[src/design/mct_pkg.sv]
// Constants, register map and carrier types for the match/capture timer.
// Assumes a single 125 MHz clock and a plain strobe register port.
package mct_pkg;

  // Data width of the wide variant; narrow variant uses 16
  localparam int MCT_WIDE_W   = 32;
  localparam int MCT_NARROW_W = 16;
  localparam int MCT_NUM_MATCH = 4;
  localparam int MCT_NUM_PIN   = 2;

  // Register word offsets (byte addresses)
  localparam logic [7:0] MCT_CTRL_OFS    = 8'h00;
  localparam logic [7:0] MCT_COUNT_OFS   = 8'h04;
  localparam logic [7:0] MCT_PRELOAD_OFS = 8'h08;
  localparam logic [7:0] MCT_PRECNT_OFS  = 8'h0c;
  localparam logic [7:0] MCT_MCTL_OFS    = 8'h10;
  localparam logic [7:0] MCT_EXTCTL_OFS  = 8'h14;
  localparam logic [7:0] MCT_CAPCTL_OFS  = 8'h18;
  localparam logic [7:0] MCT_CAPVAL_OFS  = 8'h1c;
  localparam logic [7:0] MCT_STAT_OFS    = 8'h20;
  localparam logic [7:0] MCT_MASK_OFS    = 8'h24;
  localparam logic [7:0] MCT_PWM_OFS     = 8'h28;
  localparam logic [7:0] MCT_MATCH0_OFS  = 8'h30;

  // Control register fields
  localparam int MCT_CTRL_EN_BIT  = 0;
  localparam int MCT_CTRL_RST_BIT = 1;

  // Per-match control: three bits per match, interrupt/reset/stop
  localparam int MCT_MCTL_INT_BIT  = 0;
  localparam int MCT_MCTL_RST_BIT  = 1;
  localparam int MCT_MCTL_STOP_BIT = 2;
  localparam int MCT_MCTL_STRIDE   = 3;

  // Capture control fields
  localparam int MCT_CAP_RISE_BIT = 0;
  localparam int MCT_CAP_FALL_BIT = 1;

  // Status bit of the capture event (match flags are bits 3:0)
  localparam int MCT_STAT_CAP_BIT = 4;
  localparam int MCT_STAT_W       = 5;

  // Reset values
  localparam logic [31:0] MCT_ZERO_RST = 32'h0000_0000;

  // External match output actions
  typedef enum logic [1:0] {
    MCT_ACT_NONE   = 2'b00,
    MCT_ACT_LOW    = 2'b01,
    MCT_ACT_HIGH   = 2'b10,
    MCT_ACT_TOGGLE = 2'b11
  } mct_act_type;

  // Register access request carrier
  typedef struct packed {
    logic        wr;
    logic        rd;
    logic [7:0]  addr;
    logic [31:0] wdata;
  } mct_req_type;

endpackage

[src/design/mct_match_unit.sv]
// One match comparator; the pin action logic sits in mct_timer.
// Assumes the counter and the run enable (en_reg and not hold_reg) come from the timer core.
`timescale 1ns/1ps
module mct_match_unit
  import mct_pkg::*;
#(
  parameter int W = 32
) (
  input  wire logic         ref_clk,
  input  wire logic         resetn,
  input  wire logic [W-1:0] count,
  input  wire logic [W-1:0] match_val,
  input  wire logic         enable,
  output logic              hit
);

  // Compare every clock while the timer runs
  // match every cycle
  always_comb begin
    hit = enable && (count == match_val);
  end

  // Unused clock and reset kept so instances line up with the core
  logic unused_ok;
  always_ff @(posedge ref_clk or negedge resetn) begin
    if (!resetn) begin
      unused_ok <= 1'b0;
    end else begin
      unused_ok <= 1'b1;
    end
  end

endmodule

[src/design/mct_timer.sv]
// Match/capture counter-timer with prescaler, four match registers,
// two pinned match outputs, single-edge PWM and one capture input.
// Assumes synchronous capture input and one 125 MHz clock.
//
// Summary of operation
// - Narrow variant: 16-bit counter and prescaler
// - Wide variant: 32-bit counter, prescaler, matches
// - Four match registers, continue with interrupt
// - Match may halt the counter
// - Match may zero the counter
// - Two pins set, clear, toggle or hold
// - Two matches give single-edge PWM outputs
// - Counter runs on the peripheral clock
// - Capture edge latches count, optional interrupt
// - Actions happen when count hits match
//
// Chosen here: the plain strobed port and the address map.
`timescale 1ns/1ps
module mct_timer
  import mct_pkg::*;
#(
  parameter int W = MCT_WIDE_W
) (
  input  wire logic        ref_clk,
  input  wire logic        resetn,
  input  wire logic [7:0]  addr,
  input  wire logic [31:0] wdata,
  input  wire logic        wr_stb,
  input  wire logic        rd_stb,
  output logic [31:0]      rdata,
  input  wire logic        cap_in,
  output logic [1:0]       match_out,
  output logic             irq
);

  ////////////////////////////////////////////////////////////////////////
  // Register state
  logic [W-1:0]  count_reg;          // Timer counter
  logic [W-1:0]  pre_reg;            // Prescaler counter
  logic [W-1:0]  preload_reg;        // Prescaler terminal value
  logic [W-1:0]  match_reg [4];      // Match values
  logic [11:0]   mctl_reg;           // Int/reset/stop per match
  logic [3:0]    extctl_reg;         // Action per pin
  logic [1:0]    capctl_reg;         // Capture edge select
  logic [1:0]    pwm_reg;            // PWM enable per pin
  logic [W-1:0]  cap_reg;            // Captured count
  logic [4:0]    stat_reg;           // Sticky events
  logic [4:0]    mask_reg;           // Interrupt mask
  logic          en_reg;             // Counter enable
  logic          hold_reg;           // Counter held in reset
  logic          cap_prev_reg;       // Last capture level
  logic [3:0]    hit;                // Per-match compare
  logic          tick;               // Prescaler wrap
  logic          wr_ctrl;            // Control write strobe
  logic [4:0]    evt;                // New events this cycle

  mct_req_type req;
  assign req = '{wr: wr_stb, rd: rd_stb, addr: addr, wdata: wdata};
  assign wr_ctrl = req.wr && (req.addr == MCT_CTRL_OFS);

  ////////////////////////////////////////////////////////////////////////
  // Comparators, one per match register
  genvar gi;
  generate
    for (gi = 0; gi < MCT_NUM_MATCH; gi++) begin : g_match
      mct_match_unit #(.W(W)) u_match (
        .ref_clk   (ref_clk),
        .resetn    (resetn),
        .count     (count_reg),
        .match_val (match_reg[gi]),
        .enable    (en_reg && !hold_reg),
        .hit       (hit[gi])
      );
    end
  endgenerate

  assign tick = en_reg && !hold_reg && (pre_reg == preload_reg);

  ////////////////////////////////////////////////////////////////////////
  // Prescaler, counts the peripheral clock directly
  // runs on ref_clk
  always_ff @(posedge ref_clk or negedge resetn) begin
    if (!resetn) begin
      pre_reg <= '0;
    end else if (hold_reg || (req.wr && req.addr == MCT_PRECNT_OFS)) begin
      pre_reg <= hold_reg ? '0 : req.wdata[W-1:0];
    end else if (tick) begin
      pre_reg <= '0;
    end else if (en_reg) begin
      pre_reg <= pre_reg + 1'b1;
    end
  end

  ////////////////////////////////////////////////////////////////////////
  // Main counter with reset-on-match priority over increment
  always_ff @(posedge ref_clk or negedge resetn) begin
    if (!resetn) begin
      count_reg <= '0;
    end else if (hold_reg) begin
      count_reg <= '0;
    end else if (req.wr && req.addr == MCT_COUNT_OFS) begin
      count_reg <= req.wdata[W-1:0];
    end else if (tick && |(hit & {mctl_reg[10], mctl_reg[7],
                                   mctl_reg[4], mctl_reg[1]})) begin
      count_reg <= '0;
    end else if (tick) begin
      count_reg <= count_reg + 1'b1;
    end
  end

  ////////////////////////////////////////////////////////////////////////
  // Control: enable, hold, stop on match
  always_ff @(posedge ref_clk or negedge resetn) begin
    if (!resetn) begin
      en_reg   <= 1'b0;
      hold_reg <= 1'b0;
    end else if (wr_ctrl) begin
      en_reg   <= req.wdata[MCT_CTRL_EN_BIT];
      hold_reg <= req.wdata[MCT_CTRL_RST_BIT];
    end else if (|(hit & {mctl_reg[11], mctl_reg[8],
                          mctl_reg[5], mctl_reg[2]})) begin
      en_reg <= 1'b0;
    end
  end

  ////////////////////////////////////////////////////////////////////////
  // Configuration registers
  always_ff @(posedge ref_clk or negedge resetn) begin
    if (!resetn) begin
      preload_reg <= '0;
      mctl_reg    <= '0;
      extctl_reg  <= '0;
      capctl_reg  <= '0;
      pwm_reg     <= '0;
      mask_reg    <= '0;
      for (int i = 0; i < MCT_NUM_MATCH; i++) begin
        match_reg[i] <= '0;
      end
    end else if (req.wr) begin
      case (req.addr)
        MCT_PRELOAD_OFS: preload_reg <= req.wdata[W-1:0];
        MCT_MCTL_OFS:    mctl_reg    <= req.wdata[11:0];
        MCT_EXTCTL_OFS:  extctl_reg  <= req.wdata[3:0];
        MCT_CAPCTL_OFS:  capctl_reg  <= req.wdata[1:0];
        MCT_PWM_OFS:     pwm_reg     <= req.wdata[1:0];
        MCT_MASK_OFS:    mask_reg    <= req.wdata[4:0];
        MCT_MATCH0_OFS:          match_reg[0] <= req.wdata[W-1:0];
        MCT_MATCH0_OFS + 8'h04:  match_reg[1] <= req.wdata[W-1:0];
        MCT_MATCH0_OFS + 8'h08:  match_reg[2] <= req.wdata[W-1:0];
        MCT_MATCH0_OFS + 8'h0c:  match_reg[3] <= req.wdata[W-1:0];
        default: begin
        end
      endcase
    end
  end

  ////////////////////////////////////////////////////////////////////////
  // Capture edge detect; input taken as synchronous
  // capture on edge
  always_ff @(posedge ref_clk or negedge resetn) begin
    if (!resetn) begin
      cap_prev_reg <= 1'b0;
      cap_reg      <= '0;
    end else begin
      cap_prev_reg <= cap_in;
      if (evt[MCT_STAT_CAP_BIT]) begin
        cap_reg <= count_reg;
      end
    end
  end

  // Events: match flags only raised when interrupt bit set
  always_comb begin
    evt[0] = hit[0] && tick && mctl_reg[0];
    evt[1] = hit[1] && tick && mctl_reg[3];
    evt[2] = hit[2] && tick && mctl_reg[6];
    evt[3] = hit[3] && tick && mctl_reg[9];
    evt[4] = (capctl_reg[MCT_CAP_RISE_BIT] && cap_in && !cap_prev_reg) ||
             (capctl_reg[MCT_CAP_FALL_BIT] && !cap_in && cap_prev_reg);
  end

  ////////////////////////////////////////////////////////////////////////
  // Sticky status, write one clears, set wins over clear
  // write-one clear
  always_ff @(posedge ref_clk or negedge resetn) begin
    if (!resetn) begin
      stat_reg <= '0;
    end else begin
      stat_reg <= (stat_reg & ~((req.wr && req.addr == MCT_STAT_OFS) ?
                  req.wdata[4:0] : 5'h00)) | evt;
    end
  end

  // Level interrupt from next status and next mask, so a mask write
  // never leaves the pin one cycle behind the status it reports
  always_ff @(posedge ref_clk or negedge resetn) begin
    if (!resetn) begin
      irq <= 1'b0;
    end else begin
      irq <= |(((stat_reg & ~((req.wr && req.addr == MCT_STAT_OFS) ?
              req.wdata[4:0] : 5'h00)) | evt) &
              ((req.wr && req.addr == MCT_MASK_OFS) ?
               req.wdata[4:0] : mask_reg));
    end
  end

  ////////////////////////////////////////////////////////////////////////
  // Match pins: PWM high from its match, low at cycle restart (count
  // back at zero); else the selected pin action
  // pin actions, single-edge PWM
  always_ff @(posedge ref_clk or negedge resetn) begin
    if (!resetn) begin
      match_out <= 2'b00;
    end else begin
      for (int p = 0; p < MCT_NUM_PIN; p++) begin
        if (pwm_reg[p]) begin
          if (hit[p] && tick) begin
            match_out[p] <= 1'b1;
          end else if (tick && count_reg == '0) begin
            match_out[p] <= 1'b0;
          end
        end else if (hit[p] && tick) begin
          case (mct_act_type'(extctl_reg[2*p +: 2]))
            MCT_ACT_LOW:    match_out[p] <= 1'b0;
            MCT_ACT_HIGH:   match_out[p] <= 1'b1;
            MCT_ACT_TOGGLE: match_out[p] <= ~match_out[p];
            default:        match_out[p] <= match_out[p];
          endcase
        end
      end
    end
  end

  ////////////////////////////////////////////////////////////////////////
  // Read data, one cycle after the strobe
  always_ff @(posedge ref_clk or negedge resetn) begin
    if (!resetn) begin
      rdata <= MCT_ZERO_RST;
    end else if (req.rd) begin
      case (req.addr)
        MCT_CTRL_OFS:    rdata <= {30'h0, hold_reg, en_reg};
        MCT_COUNT_OFS:   rdata <= 32'(count_reg);
        MCT_PRELOAD_OFS: rdata <= 32'(preload_reg);
        MCT_PRECNT_OFS:  rdata <= 32'(pre_reg);
        MCT_MCTL_OFS:    rdata <= {20'h0, mctl_reg};
        MCT_EXTCTL_OFS:  rdata <= {28'h0, extctl_reg};
        MCT_CAPCTL_OFS:  rdata <= {30'h0, capctl_reg};
        MCT_CAPVAL_OFS:  rdata <= 32'(cap_reg);
        MCT_STAT_OFS:    rdata <= {27'h0, stat_reg};
        MCT_MASK_OFS:    rdata <= {27'h0, mask_reg};
        MCT_PWM_OFS:     rdata <= {30'h0, pwm_reg};
        MCT_MATCH0_OFS:          rdata <= 32'(match_reg[0]);
        MCT_MATCH0_OFS + 8'h04:  rdata <= 32'(match_reg[1]);
        MCT_MATCH0_OFS + 8'h08:  rdata <= 32'(match_reg[2]);
        MCT_MATCH0_OFS + 8'h0c:  rdata <= 32'(match_reg[3]);
        default:         rdata <= MCT_ZERO_RST;
      endcase
    end else begin
      rdata <= MCT_ZERO_RST;
    end
  end

  ////////////////////////////////////////////////////////////////////////
  // Checks
  // stop halts counter
  stop_halts_a: assert property (
    @(posedge ref_clk) disable iff (!resetn)
    (hit[0] && mctl_reg[2] && !wr_ctrl) |=> !en_reg)
    else $error("stop on match did not halt");
  reset_zero_a: assert property (
    @(posedge ref_clk) disable iff (!resetn)
    (tick && |(hit & {mctl_reg[10], mctl_reg[7],
                      mctl_reg[4], mctl_reg[1]}) &&
     !(req.wr && req.addr == MCT_COUNT_OFS)) |=> count_reg == '0)
    else $error("reset on match did not zero count");
  count_step_a: assert property (
    @(posedge ref_clk) disable iff (!resetn)
    (tick && hit == 4'h0 && !(req.wr && req.addr == MCT_COUNT_OFS))
    |=> count_reg == $past(count_reg) + 1'b1)
    else $error("counter did not step on prescaler wrap");
  idle_hold_a: assert property (
    @(posedge ref_clk) disable iff (!resetn)
    (!en_reg && !hold_reg && !(req.wr && req.addr == MCT_COUNT_OFS))
    |=> $stable(count_reg))
    else $error("counter moved while disabled");
  capture_val_a: assert property (
    @(posedge ref_clk) disable iff (!resetn)
    evt[4] |=> cap_reg == $past(count_reg) && stat_reg[4])
    else $error("capture did not latch");
  flag_set_a: assert property (
    @(posedge ref_clk) disable iff (!resetn)
    (tick && hit[0] && mctl_reg[0]) |=> stat_reg[0])
    else $error("match flag not set");
  flag_clear_a: assert property (
    @(posedge ref_clk) disable iff (!resetn)
    (req.wr && req.addr == MCT_STAT_OFS && req.wdata[0] && !evt[0])
    |=> !stat_reg[0])
    else $error("write one did not clear flag");
  toggle_pin_a: assert property (
    @(posedge ref_clk) disable iff (!resetn)
    (tick && hit[0] && !pwm_reg[0] && extctl_reg[1:0] == 2'b11)
    |=> match_out[0] != $past(match_out[0]))
    else $error("toggle action failed");
  pwm_high_a: assert property (
    @(posedge ref_clk) disable iff (!resetn)
    (tick && hit[1] && pwm_reg[1]) |=> match_out[1])
    else $error("pwm edge missing");
  irq_level_a: assert property (
    @(posedge ref_clk) disable iff (!resetn)
    irq == |(stat_reg & mask_reg))
    else $error("interrupt level wrong");
  c_capture: cover property (@(posedge ref_clk) evt[4]);
  c_stop: cover property (@(posedge ref_clk) hit[0] && mctl_reg[2]);
  c_pwm: cover property (@(posedge ref_clk) pwm_reg[0] && hit[0] && tick);

endmodule

[config.mk]
export PLATFORM = sky130hd
export DESIGN_NAME = mct_timer
export DESIGN_NICKNAME = d
export VERILOG_FILES = /design/src/design/mct_pkg.sv /design/src/design/mct_match_unit.sv /design/src/design/mct_timer.sv
export SDC_FILE = /design/constraint.sdc
export NUM_CORES = 1
export LEC_CHECK = 0
export ABC_AREA = 0
export BUFFER_PORTS_ARGS = -buffer_cell sky130_fd_sc_hd__clkbuf_2
export CORE_UTILIZATION = 40
export CTS_CLUSTER_SIZE = 14
export DETAILED_ROUTE_END_ITERATION = 6
export PLACE_DENSITY_LB_ADDON = 0.1
export SETUP_SLACK_MARGIN = 0.3
export SYNTH_ARGS = -nofsm -noshare
export SYNTH_HDL_FRONTEND = slang
export SYNTH_SLANG_ARGS = --single-unit
[constraint.sdc]
create_clock -name ref_clk -period 3.9 [get_ports ref_clk]
set_clock_uncertainty 0.1 [all_clocks]
set_input_delay 0.78 -clock ref_clk [delete_from_list [all_inputs] [get_ports ref_clk]]
set_output_delay 0.78 -clock ref_clk [all_outputs]
set_load 0.03 [all_outputs]
After elaboration in Yosys (flattened, before gate mapping)
Cells that the tools add are included.
{"block": "word_totals", "register_bits": 324, "in_bits": 45, "output_inout_bits": 35, "word_cells": 135}
{"block": "op_classes", "bitwise_logic": 8, "n_addsub": 2, "muxes": 23, "eq_ne": 25, "n_reduce_logical": 56}
{"op": "32-bit case mux with 15 select lines", "count": 1}
{"op": "32-bit two-way mux", "count": 9}
{"op": "32-bit equality test", "count": 5}
{"op": "32-bit by 1-bit adder with 32-bit output, second input constant", "count": 2}
{"op": "8-bit by 6-bit equality test with 1-bit output, second input constant", "count": 7}
{"op": "8-bit by 5-bit equality test with 1-bit output, second input constant", "count": 4}
{"op": "32-bit zero test", "count": 1}
{"op": "1-bit logical AND", "count": 25}
{"op": "2-bit AND reduction", "count": 10}
{"op": "8-bit by 4-bit equality test with 1-bit output, second input constant", "count": 2}
{"op": "4-bit nonzero test", "count": 3}
{"op": "5-bit AND", "count": 2}
{"op": "5-bit two-way mux", "count": 2}
{"op": "2-bit nonzero test", "count": 5}
{"op": "1-bit two-way mux", "count": 9}
{"op": "4-bit AND", "count": 2}
{"op": "2-bit equality test, second input constant", "count": 4}
{"op": "8-bit by 3-bit equality test with 1-bit output, second input constant", "count": 1}
{"op": "8-bit zero test", "count": 1}
{"op": "4-bit OR reduction", "count": 2}
{"op": "1-bit case mux with 3 select lines", "count": 2}
{"op": "3-bit AND reduction", "count": 2}
{"op": "5-bit NOT", "count": 1}
{"op": "5-bit bitwise OR", "count": 1}
{"op": "other kinds (6)", "count": 11}

Depth between registers and ports, before layout
{"block": "logic_depth", "depth_word": 9, "depth_mapped": 11, "mapped_depth_nobuf": 8}

Hierarchy
A second synthesis with hierarchy kept.
{"block": "unflattened", "hier_cells": 1695, "hier_area_um2": 17616.9}
{"mod": "mct_timer", "cells_each": 1519, "n_inst": 1, "seq_area_each_um2": 8107.8, "area_each_um2": 16195.5}
{"mod": "mct_match_unit", "cells_each": 44, "n_inst": 4, "seq_area_each_um2": 0.0, "area_each_um2": 355.3}

Least setup slack after synthesis
OpenSTA, ideal clock, no wires.
{"block": "synth_timing", "path_type": "input to register", "startpoint": "input port addr[3]", "endpoint": "register count_reg[12]", "path_stages": 7, "arrival_ns": 2.857, "path_slack_ns": 0.817, "setup_ns": 0.126, "t_required_ns": 3.674, "n_path_buf": 1, "path_cell_list": "or4b_2 nor2_1 a21oi_1 o2111ai_2 clkbuf_1 o22ai_1 a311o_1"}
{"block": "synth_between", "elab_chain_cells": 4, "elab_cells_between_ends": 5, "cone_classes": "eq/ne (1); mux (2); reduce/logical (2)"}
{"element": "start, declared", "line": "mct_timer.sv:26", "source": "input wire logic [7:0] addr,"}
{"element": "8-bit by 3-bit equality test with 1-bit output (*)", "line": "mct_timer.sv:101", "source": "end else if (req.wr && req.addr == MCT_COUNT_OFS) begin"}
{"element": "1-bit logical AND (*)", "line": "mct_timer.sv:101"}
{"element": "32-bit two-way mux", "line": "mct_timer.sv:101"}
{"element": "32-bit two-way mux", "line": "mct_timer.sv:99", "source": "end else if (hold_reg) begin"}
{"element": "end signal, assigned", "line": "mct_timer.sv:102", "source": "count_reg <= req.wdata[W-1:0];"}
{"element": "end signal, assigned", "line": "mct_timer.sv:107", "source": "count_reg <= count_reg + 1'b1;"}
{"element": "end, declared", "line": "mct_timer.sv:38", "source": "logic [W-1:0] count_reg;"}
Every way passes the cells marked *; elsewhere a longest branch is shown, timed or not.
A chain may end at the register's enable or synchronous reset.

Worst setup path after layout
{"block": "layout_timing", "startpoint": "register count_reg[31]", "endpoint": "register count_reg[2]"}
{"block": "layout_between", "elab_chain_cells": 8, "elab_cells_between_ends": 15, "cone_classes": "eq/ne (4); mux (3); bitwise (1); reduce/logical (7)"}
{"element": "32-bit equality test", "line": "mct_match_unit.sv:20", "source": "hit = enable && (count == match_val);"}
{"element": "1-bit logical AND", "line": "mct_match_unit.sv:20"}
{"element": "4-bit AND (*)", "line": "mct_timer.sv:103", "source": "end else if (tick && |(hit & {mctl_reg[10], mctl_reg[7],"}
{"element": "4-bit OR reduction (*)", "line": "mct_timer.sv:103"}
{"element": "1-bit logical AND (*)", "line": "mct_timer.sv:103"}
{"element": "32-bit two-way mux", "line": "mct_timer.sv:103"}
{"element": "32-bit two-way mux", "line": "mct_timer.sv:101"}
{"element": "32-bit two-way mux", "line": "mct_timer.sv:99"}
Marks and branches as above.

==> results.md <==
* Vias in the first global route at 14,490
* Chip height at ~210 µm
* Max reg flops at 128
* Cells along the critical path: xor2_1 -> nor4_1 -> nand4_1 -> nor3_1 -> a2111oi_1 -> and3_1 -> a311o_1
* GRT Total Usage at 33.94%
* Synth area leaders: dfrtp_1, mux2_2, xor2_1
* Synth unique cells at 67
* Grt met3 use at between 6 and 7%
* Port Buffers at 79
* Clk slew on worst S/H paths at approximately 0.06 ns
* Status: complete, but fails checks
* Area of the multi-input gates at between 8000 and 9000 µm²
* Max Clock Freq at between 200 and 300 MHz
* Detailed-route wire length at 75,140 µm
* Sequential fraction of design power at 44.5%
* Final worst setup slack at 0.4357 ns
* Reg-to-reg endpoint: count_reg[2]
* Max_slew headroom at 13.69%
* LEAKAGE at 8.971 nW
* Placed insts at 2,253
* Die area at 44,690 µm²
* DIE WIDTH at 211.4 µm
* Total core area at ~43,000 µm²
* Post-route minimum period at 3.464 ns
* Clock share of power at between 40 and 50%
* Met1 Use GR at between 40% and 50%
* DP Worst Slack at 0.4872 ns
* TritonCTS clock tree: done
* R2r worst-path depth at 7
* CTS HTree Levels at 2
* Grt ovf at 0
* Slew @ Worst Pin at between 1 and 1.5 ns
* Syn nets at between 1,500 and 2,000
* CTS Hold Buffers Added at 0
* PwrDens at 431.0 nW/µm²
* TritonCTS buffer count at 40
* Worst Setup SP: count_reg[31]
* Setup violators final at 0
* Post-DP Area at 18,980 µm²
* Largest net degree at the start of global routing at 85
* Ys async rst share at 100.0%
* I/O pin cnt at 80
* Row Count at 76
* CP max stage delay at between 0.6 and 0.7 ns
* Slowest-stage cell, CP: nor4_1
* CP endpoint: count_reg[2]
* Met2 Track Usage GR at 50.92%
* Sequential Area at 8108 µm²
* Antenna violations before repair at 3
* Clock Latency Late Sink at approximately 0.58 ns
* Period utilisation layout at between 80% and 90%
* Endpoint type of the worst setup path: register
* Crit Reg-Reg Startpoint: count_reg[31]
* CP max FO at 17
* Postcts setup bufs at 0
* Root Buffer: clkbuf_16
* Seq/Total Area, Yosys at 46.23%
* Area share of the largest cell type after synthesis at roughly 46%
* Clk sinks at 324
* Maxcap violations at 0
* Inserted Diodes at 0
* Psw at 2.371 mW
* Final Max Slew Viols at 0
* GRT Max-Usage Layer: met2
* Synthesized cell area at ~18,000 µm²
* Vias per Instance at 6.494
* Syn avg cell area at 10.78 µm²
* Synth Warn # at 0
* # fillers at 4,038
* First-pass GRT wire length at 107,400 µm
* Clk buf depth at 3
* Routability cong. at approximately 1.0
* Initial core utilization at between 40% and 50%
* Reg2Reg Setup Slack at 0.44 ns
* Leading area contributor after synthesis: dfrtp_1
* Post-route cell area at 20,360 µm²
* Worst Path Arrival at 3.82 ns
* 1st-iter DRT viols at 2,022
* Primary FF master, synth: dfrtp_1
* Setup_tns at 0 ns
* Avg WL per Cell at ~32 µm
* Pre-antenna DRT Iters at 7
* Layout cells sized above 1 at 27.54%
* Detailed Place HPWL at 53,830 µm
* Sw frac at 27.02%
* Comb pwr share at between 10% and 20%
* Fin. Hold Viols at 0
* Routed Antenna Nets at 0
* Setup Crit Path Kind: register to register
* Post-synth EDFFs at 0
* RSZ-0062 raised after global routing: no
* Hold Path Class: primary input to async pin
* Failing checks: DRC
* Area growth syn-to-layout at 16.09%
* Post-synthesis register bit count at 324
* Post_cts resized at 0
* Cell Count, Final, Fillers Out at around 2,300
* Number of nets in the layout at approximately 1,800
* CP Data Required Time at 4.25 ns
* Pint at 6.405 mW
* Via count at 15,090
* Startpoint types: register
* DRC Markers at 4
* Peak supply drop at 382.3 µV
* Syn Inst Count at roughly 1,600
## power groups by stage
stage / combinational, mW / sequential, mW / clock [mW]
after global placement: 0.908 / 3.94 / 0
after detailed placement: 0.917 / 3.95 / 0
final: 0.929 / 3.91 / 3.94
after floorplan: 0.519 / 3.84 / 0
after global routing: 0.994 / 3.93 / 4.12
after CTS: 0.920 / 3.89 / 3.99
## synth_stat cells, types with 6 or more instances
| master | n |
|---|---|
| nand3_1 | 52 |
| a22oi_1 | 55 |
| o21ai_0 | 32 |
| a31oi_1 | 30 |
| nor2b_1 | 13 |
| dfrtp_1 | 324 |
| a32oi_1 | 13 |
| ha_1 | 7 |
| a22o_1 | 21 |
| o31ai_1 | 13 |
| a222oi_1 | 56 |
| and3_1 | 17 |
| a21o_1 | 7 |
| a221oi_1 | 15 |
| xnor2_1 | 34 |
| nor3_1 | 28 |
| nand2_1 | 88 |
| or2_2 | 7 |
| a221o_1 | 18 |
| a21oi_1 | 20 |
| mux2_2 | 217 |
| nand4_1 | 38 |
| nor2_1 | 73 |
| xor2_1 | 119 |
| or3_1 | 10 |
| nor4_1 | 51 |
| and2_1 | 6 |
| o22ai_1 | 10 |
| buf_1 | 27 |
| inv_1 | 38 |
| clkbuf_1 | 91 |
| o2bb2ai_1 | 13 |
| or4_1 | 12 |
## layout by cell type (no fill, tap or decap), drive strengths merged, types with 13 or more instances in the layout
cell	Yosys	final
dfrtp	324	324
mux2	217	217
clkbuf	91	135
xor2	119	119
buf	35	89
nand2	88	88
nor2	73	73
a222oi	56	56
a22oi	55	55
nand3	52	52
nor4	52	52
inv	38	40
nand4	38	38
xnor2	34	34
o21ai	33	33
a31oi	30	30
nor3	28	28
a22o	21	21
a21oi	20	20
a221o	18	18
and3	17	17
a221oi	15	15
o2bb2ai	13	13
a32oi	13	13
o31ai	13	13
or4	13	13
nor2b	13	13
## layout make-up
| cell class | instances | area share (%) |
|---|---|---|
| Clock inverter | 14 | 1.020 |
| Clock buffer | 57 | 5.727 |
| Inverter | 38 | 0.7005 |
| Tap cell | 585 | 3.595 |
| Sequential cell | 324 | 39.82 |
| Multi-Input combinational cell | 1139 | 43.66 |
| Timing Repair Buffer | 167 | 5.481 |
## how the worst min path moves through the flow
stage | startpoint | end | slack [ns] | depth (start not counted)
after detailed placement | cap_reg[24] | cap_reg[24] | 0.39 | 1
after global routing | resetn | rdata[9] | 0.19 | 1
final | resetn | rdata[9] | 0.13 | 1
after CTS | resetn | rdata[9] | 0.14 | 1
after global placement | cap_reg[26] | cap_reg[26] | 0.39 | 1
after floorplan | stat_reg[1] | stat_reg[1] | 0.36 | 2
## per-stage QoR
stage | hold WS (ns) | total power, mW | utilization [%]
final | 0.1327 | 8.776 | 47.17
after global routing | 0.1885 | 9.047 | 47.17
after CTS | 0.1429 | 8.798 | 47.15
after detailed placement | 0.3948 | 4.867 | 43.97
after global placement | 0.3892 | 4.850 | 43.97
after floorplan | 0.3576 | 4.358 | -
## routing by layer
metal	share of wire [%]	vias up
li1	-	6371
met1	43	7827
met2	44	753
met3	8.4	139
met4	3.9	2
met5	0.023	-
## worst max-delay path: cells and delay by family (launching register included)
| kind | cells | cell delay (ns) |
|---|---|---|
| AND/OR/NAND/NOR | 4 | 1.76 |
| AO/OA/AOI/OAI | 2 | 0.64 |
| flip-flops | 1 | 0.58 |
| XOR/XNOR | 1 | 0.25 |
## kinds of logic after synthesis
| group | count (synthesis) | share of synthesized area [%] |
|---|---|---|
| muxes | 222 | 14.22 |
| adders and majority gates | 7 | 0.4993 |
| and+or+nand+nor | 421 | 12.57 |
| DFF | 324 | 46.23 |
| xor gates and xnor gates | 153 | 7.640 |
| buffers and inverters | 164 | 3.674 |
| AOI/OAI and AO/OA | 336 | 15.17 |
(Power assumes the default switching activity.)
